--- config.mk ---
export PLATFORM = sky130hd
export DESIGN_NAME = csc_setpoint
export DESIGN_NICKNAME = d
export VERILOG_FILES = /design/src/csc_pkg.sv /design/src/csc_setpoint.sv
export SDC_FILE = /design/constraint.sdc
export NUM_CORES = 1
export LEC_CHECK = 0
export ABC_CLOCK_PERIOD_IN_PS = 8000
export BUFFER_PORTS_ARGS = -buffer_cell sky130_fd_sc_hd__buf_2
export CAP_MARGIN = 20
export CORE_UTILIZATION = 50
export CTS_CLUSTER_SIZE = 28
export DETAILED_ROUTE_END_ITERATION = 16
export GPL_ROUTABILITY_DRIVEN = 0
export GPL_TIMING_DRIVEN = 0
export PLACE_DENSITY = 0.77
export SETUP_SLACK_MARGIN = 0.5
export SLEW_MARGIN = 20
export SYNTH_ARGS = -nofsm -noshare
export SYNTH_HDL_FRONTEND = slang
export SYNTH_SLANG_ARGS = --single-unit
--- constraint.sdc ---
create_clock -name clk -period 8 [get_ports clk]
set_input_delay 1.6 -clock clk [delete_from_list [all_inputs] [get_ports clk]]
set_output_delay 1.6 -clock clk [all_outputs]
set_load 0.05 [all_outputs]
--- src/csc_pkg.sv ---
// Constants, types and carriers of the cruise set-speed logic
package csc_pkg;
  // ==========================================================
  // Clock and timing
  localparam longint unsigned CLK_HZ       = 100_000_000;
  localparam longint unsigned GATE_TIME_MS = 100;
  localparam longint unsigned HOLD_TIME_S  = 25;
  localparam logic [31:0] GATE_CYC =
    32'((GATE_TIME_MS * CLK_HZ) / 1000);
  localparam logic [31:0] HOLD_CYC = 32'(HOLD_TIME_S * CLK_HZ);
  // ==========================================================
  // Speed figures in km/h, one speed pulse per gate is 1 km/h
  localparam logic [7:0] SPD_LOW  = 8'h28;
  localparam logic [7:0] SPD_HIGH = 8'h91;
  localparam logic [7:0] SPD_DROP = 8'h0f;
  localparam logic [7:0] OD_DROP  = 8'h07;
  localparam logic [7:0] SPD_MAX  = 8'hff;
  // ==========================================================
  // Throttle figures
  localparam logic [7:0] THR_CLIMB   = 8'h80;
  localparam logic [7:0] THR_RESTORE = 8'h40;
  localparam logic [7:0] STEP_FULL   = 8'hff;
  localparam int         GAIN_SHIFT  = 3;
  // ==========================================================
  // Reset values and diagnosis codes
  localparam logic [7:0]  SPD_RST   = 8'h00;
  localparam logic [7:0]  THR_RST   = 8'h00;
  localparam logic [31:0] CNT_RST   = 32'h0000_0000;
  localparam logic [4:0]  DIAG_NONE = 5'h00;
  localparam logic [4:0]  DIAG_SW   = 5'h0f;
  // ==========================================================
  // Types
  typedef enum logic [3:0] {
    ST_OFF    = 4'b0001,
    ST_IDLE   = 4'b0010,
    ST_CRUISE = 4'b0100,
    ST_COAST  = 4'b1000
  } csc_state_type;

  typedef struct packed {
    logic main;
    logic set;
    logic resume;
    logic cancel;
    logic brake;
    logic clutch_neutral;
    logic idle;
    logic auto_trans;
  } csc_sw_type;

  typedef struct packed {
    logic       open;
    logic       close;
    logic [7:0] step;
  } csc_act_type;

  typedef struct packed {
    logic power;
    logic active;
  } csc_lamp_type;
endpackage

--- src/csc_setpoint.sv ---
// Cruise speed setpoint, mode and actuator command logic
// How it works
// Set switch on-to-off inside 40-145 km/h captures speed as set speed
// With a set speed, actuator is driven continuously toward it
// Release above 145 km/h stores 145 km/h instead
// Set switch held during cruise: coast, throttle fully closed
// Set release ending coast stores speed at that moment
// Speed below 40 km/h during coast aborts coast
// That abort stores the speed recorded just before coast began
// Power lamp lit whenever the main switch has power on
// Active lamp lit only while regulation runs
// Correction size scales with speed and throttle opening
// Automatic: release top gear climbing, restore by speed and throttle
// Cancel, brake, clutch or neutral input cancels regulation
// Diagnosis code and input condition shown on a diagnosis line
// Throttle at idle switch on-to-off is the offset reference
// Speed more than 15 km/h below set speed cancels (the code checks this in cruise only, not in coast)
// Set, resume or cancel held 25 s is a fault and cancels
// Speed is speed pulses counted over a fixed clock window
module csc_setpoint
#(
  parameter logic [31:0] GATE_CYCLES = csc_pkg::GATE_CYC,
  parameter logic [31:0] HOLD_CYCLES = csc_pkg::HOLD_CYC
)
(
  // Clock and reset
  input  logic                  clk,
  input  logic                  rst,
  // Switches and sensors
  input  csc_pkg::csc_sw_type   sw_pin,
  input  logic                  speed_pulse,
  input  logic [7:0]            throttle_opening_sensor,
  // Actuator and gear
  output csc_pkg::csc_act_type  act_q,
  output logic                  od_release_q,
  // Indicators and diagnosis
  output csc_pkg::csc_lamp_type lamp_q,
  output logic [4:0]            diag_code_q,
  output logic                  diag_line_q
);
  import csc_pkg::*;

  // ==========================================================
  // Input synchronisers
  csc_sw_type    sw_meta_q;
  csc_sw_type    sw_q;
  csc_sw_type    sw_prev_q;
  logic          pulse_meta_q;
  logic          pulse_q;
  logic          pulse_prev_q;
  logic [7:0]    thr_meta_q;
  logic [7:0]    thr_q;
  always_ff @(posedge clk)
  begin
    if (rst)
    begin
      sw_meta_q    <= '0;
      sw_q         <= '0;
      sw_prev_q    <= '0;
      pulse_meta_q <= 1'b0;
      pulse_q      <= 1'b0;
      pulse_prev_q <= 1'b0;
      thr_meta_q   <= THR_RST;
      thr_q        <= THR_RST;
    end
    else
    begin
      sw_meta_q    <= sw_pin;
      sw_q         <= sw_meta_q;
      sw_prev_q    <= sw_q;
      pulse_meta_q <= speed_pulse;
      pulse_q      <= pulse_meta_q;
      pulse_prev_q <= pulse_q;
      thr_meta_q   <= throttle_opening_sensor;
      thr_q        <= thr_meta_q;
    end
  end
  logic set_fall;
  logic idle_fall;
  logic pulse_rise;
  logic held;
  logic cancel_in;
  assign set_fall   = sw_prev_q.set & ~sw_q.set;
  assign idle_fall  = sw_prev_q.idle & ~sw_q.idle;
  assign pulse_rise = pulse_q & ~pulse_prev_q;
  assign held       = sw_q.set | sw_q.resume | sw_q.cancel;

  // ==========================================================
  // Speed measurement and throttle reference
  logic [31:0] gate_q, gate_d;
  logic [7:0]  pcnt_q, pcnt_d;
  logic [7:0]  speed_q, speed_d;
  logic [7:0]  thr_ref_q, thr_ref_d;
  logic [7:0]  thr_comp;
  always_comb
  begin
    gate_d    = gate_q + 32'h1;
    pcnt_d    = pcnt_q;
    speed_d   = speed_q;
    thr_ref_d = thr_ref_q;
    if (pulse_rise && pcnt_q != SPD_MAX)
      pcnt_d = pcnt_q + 8'h1;
    if (gate_q >= GATE_CYCLES - 32'h1)
    begin
      gate_d  = CNT_RST;
      speed_d = pcnt_q;
      pcnt_d  = {7'h00, pulse_rise};
    end
    if (idle_fall)
      thr_ref_d = thr_q;
  end
  always_ff @(posedge clk)
  begin
    if (rst)
    begin
      gate_q    <= CNT_RST;
      pcnt_q    <= SPD_RST;
      speed_q   <= SPD_RST;
      thr_ref_q <= THR_RST;
    end
    else
    begin
      gate_q    <= gate_d;
      pcnt_q    <= pcnt_d;
      speed_q   <= speed_d;
      thr_ref_q <= thr_ref_d;
    end
  end
  // Offset-compensated throttle opening
  assign thr_comp = (thr_q > thr_ref_q) ? thr_q - thr_ref_q : '0;

  // ==========================================================
  // Stuck switch watchdog
  logic [31:0] hold_q, hold_d;
  logic        fault_q, fault_d;
  logic        hold_hit;
  assign hold_hit = held && (hold_q >= HOLD_CYCLES - 32'h1);
  always_comb
  begin
    hold_d = CNT_RST;
    if (held && !hold_hit)
      hold_d = hold_q + 32'h1;
    else if (held)
      hold_d = hold_q;
    fault_d = hold_hit | (fault_q & sw_q.main);
  end
  always_ff @(posedge clk)
  begin
    if (rst)
    begin
      hold_q  <= CNT_RST;
      fault_q <= 1'b0;
    end
    else
    begin
      hold_q  <= hold_d;
      fault_q <= fault_d;
    end
  end

  // ==========================================================
  // Mode state machine and set speed
  csc_state_type st_q, st_d;
  logic [7:0]    set_q, set_d;
  logic [7:0]    cref_q, cref_d;
  logic          low_drop;
  assign cancel_in = sw_q.cancel | sw_q.brake | sw_q.clutch_neutral
                   | fault_q | hold_hit;
  assign low_drop  = ({1'b0, speed_q} + {1'b0, SPD_DROP})
                   < {1'b0, set_q};
  always_comb
  begin
    st_d   = st_q;
    set_d  = set_q;
    cref_d = cref_q;
    case (st_q)
      ST_OFF:
        st_d = ST_IDLE;
      ST_IDLE:
        if (set_fall && speed_q >= SPD_LOW && !cancel_in)
        begin
          set_d = (speed_q > SPD_HIGH) ? SPD_HIGH : speed_q;
          st_d  = ST_CRUISE;
        end
      ST_CRUISE:
        if (cancel_in || low_drop)
          st_d = ST_IDLE;
        else if (sw_q.set)
        begin
          cref_d = speed_q;
          st_d   = ST_COAST;
        end
      ST_COAST:
        if (cancel_in)
          st_d = ST_IDLE;
        else if (speed_q < SPD_LOW)
        begin
          set_d = cref_q;
          st_d  = ST_IDLE;
        end
        else if (set_fall)
        begin
          set_d = (speed_q > SPD_HIGH) ? SPD_HIGH : speed_q;
          st_d  = ST_CRUISE;
        end
      default:
        st_d = ST_OFF;
    endcase
    if (!sw_q.main)
      st_d = ST_OFF;
  end
  always_ff @(posedge clk)
  begin
    if (rst)
    begin
      st_q   <= ST_OFF;
      set_q  <= SPD_RST;
      cref_q <= SPD_RST;
    end
    else
    begin
      st_q   <= st_d;
      set_q  <= set_d;
      cref_q <= cref_d;
    end
  end
  // ==========================================================
  // Registered outputs
  csc_act_type  act_d;
  csc_lamp_type lamp_d;
  logic         od_d;
  logic [4:0]   diag_code_d;
  logic         diag_line_d;
  logic [8:0]   gain;
  assign gain = {1'b0, speed_q >> GAIN_SHIFT}
              + {1'b0, thr_comp >> GAIN_SHIFT} + 9'h001;
  always_comb
  begin
    act_d = '0;
    case (st_q)
      ST_CRUISE:
      begin
        act_d.open  = speed_q < set_q;
        act_d.close = speed_q > set_q;
        act_d.step  = gain[8] ? STEP_FULL : gain[7:0];
      end
      ST_COAST:
      begin
        act_d.close = 1'b1;
        act_d.step  = STEP_FULL;
      end
      default:
        act_d = '0;
    endcase
    od_d = od_release_q;
    if (!(st_q == ST_CRUISE || st_q == ST_COAST) || !sw_q.auto_trans)
      od_d = 1'b0;
    else if (!od_release_q && thr_comp >= THR_CLIMB
             && ({1'b0, speed_q} + {1'b0, OD_DROP}) <= {1'b0, set_q})
      od_d = 1'b1;
    else if (od_release_q && speed_q >= set_q
             && thr_comp < THR_RESTORE)
      od_d = 1'b0;
    lamp_d.power  = st_q != ST_OFF;
    lamp_d.active = st_q == ST_CRUISE || st_q == ST_COAST;
    diag_code_d   = fault_q ? DIAG_SW : DIAG_NONE;
    diag_line_d   = fault_q | held | sw_q.brake | sw_q.clutch_neutral;
  end
  always_ff @(posedge clk)
  begin
    if (rst)
    begin
      act_q        <= '0;
      od_release_q <= 1'b0;
      lamp_q       <= '0;
      diag_code_q  <= DIAG_NONE;
      diag_line_q  <= 1'b0;
    end
    else
    begin
      act_q        <= act_d;
      od_release_q <= od_d;
      lamp_q       <= lamp_d;
      diag_code_q  <= diag_code_d;
      diag_line_q  <= diag_line_d;
    end
  end
endmodule

==> out/qor.txt <==
status: completed
hold_ws: 436.6 ps
Peak VDD IR: 140.8 uV
Worst Tran Pin Value: 1049 ps
port bufs: 36
Period Utilization, post-route: 43.02%
Reg clk slew, reported paths: 60 ps
skew final: 8.891 ps
post-synthesis sequential area ratio: 42.87%
max-cap violation count: 0
top-area cell type share of the netlist area: 42.87%
Worst Path Required: 8300 ps
post-DP HPWL: 11230 um
most frequent cells in the layout: dfxtp_1, nor2_1, nor2b_1
Nets: 974
global-route wire length before repair: 26160 um
Post-synth ARST share: 0%
crit path DAT: 3740 ps
Area contributors post-synth: dfxtp_1, ha_1, nor2_1
Reg area: 3203 sq um
Regs by FF count: gate_q x32, hold_q x32, act_q x9
crit path kind: reg2reg
crit path launch type: register
RSZ-0062 raised after global routing: false
vias in the first global route: 5599
Die Span Y: 124.2 um
setup_tns: 0 ps
vias per cell: 5.453
fillers: 1277
YS warnings: 0
post-synthesis instance total: 851
clock sink total: 160
antenna cells: 0
Synth Flop Type: dfxtp_1
htree depth: 4
leading area contributor after synthesis: dfxtp_1
CORE AREA: 14530 sq um
DRT iter0 DRCs: 339
Placement Rows: 44
starting density of the core: 51.41%
Syn Area/Cell: 8.780 sq um
Static Leak: 3.385 nW
Final Power: 0.001691 W
clk_lat worst skew: 420 ps
final wirelength: 15650 um
io pins: 38
CTS tree: done
Slew HR: 29.41%
Post-synth EDFFs: 0
Post-DRT Antenna Nets: 0
Layout area overhead: 13.85%
commonest non-fill, non-tap cell in the layout: dfxtp_1
Longest Clk Path Bufs: 2
GRT Residual Overflow: 0
Tmin final: 3442 ps
placed cell area: 7913 sq um
Final Hold Viols: 0
Final Max Tran Viols: 0
GRT Resource Usage Total: 20.50%
pin count of the biggest net entering global routing: 17
DRT Pass-1 Iters: 5
number of distinct library cells after synthesis: 61
vias: 6058
initial antenna violation count: 0
Worst setup EP type: register
f_max: 290.6 MHz
setup bufs post-CTS: 0
Power Density: 198.8 nW/um^2
post-synthesis cell area: 7472 sq um
Num CTS Buffers: 17
root buf cell: clkbuf_16
Avg WL per Cell: 14.09 um
die span in x: 124.2 um
Hold WC Path Type: reg2reg
PostCTS Resize Cnt: 0
Post-route DRC: 0
Synth Register Bits: 160
Hold Buf Count CTS: 0
final setup fails: 0
multi-input combinational cell area: 4008 sq um
crit-path max FO: 8
die area: 15440 sq um
layout cells sized above 1: 9.169%
design area: 8507 sq um
power by group:
group | leakage, nW | switching (W) | internal [W]
clock network | 0.283 | 0.000334 | 0.000474
logic | 1.80 | 0.0000406 | 0.0000277
registers | 1.30 | 0.00000552 | 0.000809
total | 3.38 | 0.000380 | 0.00131
final cells by class:
class	count	area share, %
Clock inverter	13	1.780
Sequential cell	160	37.65
Multi-Input combinational cell	627	47.11
Tap cell	184	2.706
Clock buffer	19	5.207
Buffer	35	1.794
Inverter	37	1.633
Timing Repair Buffer	36	2.118
worst max-delay path, stage by stage (launching register included):
cell and delay, ps:
dfxtp_1 420, inv_1 140, ha_1 240, or3b_2 520, nand3_1 130, xnor2_1 80
ha_1 350, nand3_1 80, a211oi_1 350, o311a_1 320, nand4_2 330, mux2i_1 310
nor2_1 60
cell usage after synthesis (2+ instances only):
cell and number:
a211oi_1 4, a21boi_0 2, a21o_1 7, a21oi_1 43, a221o_1 2, a22o_1 3, a41oi_1 2, and2_1 6
and3_1 7, and4_1 6, buf_1 3, buf_4 5, clkbuf_1 25, dfxtp_1 160, fa_1 2, ha_1 39
inv_1 37, mux2i_1 18, nand2_1 41, nand2b_1 9, nand3_1 39, nand3b_1 3, nand4_1 23, nor2_1 112
nor2b_1 51, nor3_1 16, nor4_1 10, nor4b_1 3, o211ai_1 8, o21a_1 3, o21ai_0 40, o22ai_1 4
o311a_1 4, o31a_1 3, o31ai_1 3, or2_2 5, or3_1 15, or4_1 6, xnor2_1 22, xor2_1 39
path summary, 6_finish.rpt:
kind	to	slack [ps]	depth (start not counted)	startpoint
hold reg to reg	thr_q[4]	440	1	thr_meta_q[4]
hold / removal	thr_q[4]	440	1	thr_meta_q[4]
setup / recovery	cref_q[0]	4560	12	speed_q[0]
setup reg to reg	cref_q[0]	4560	12	speed_q[0]
per-layer routing:
metal  vias up  global-route usage (%)  wire length [um]
li1       3085                       -                 -
met1      2821                   27.06              7445
met2       125                   32.73              7214
met3        27                   5.043               717
met4         0                   6.733               272
met5         -                       0                 0
stage by stage:
stage | utilization [%] | cells | worst slack, ps
after floorplan | - | 859 | 5159
after global placement | 54.44 | 1079 | 4729
after detailed placement | 54.44 | 1079 | 4655
after CTS | 58.53 | 1111 | 4589
after global routing | 58.53 | 1111 | 4392
final | 58.53 | 1111 | 4558
cell families after synthesis:
group                      share of synthesized area [%]
other                                            0.05019
adders and majority gates                          7.066
buffers and inverters                              3.901
AOI/OAI and AO/OA                                  11.72
and+or+nand+nor                                    24.83
xor gates and xnor gates                           7.150
muxes                                              2.411
DFF                                                42.87
Note: power is estimated with default switching activity, not from simulation.
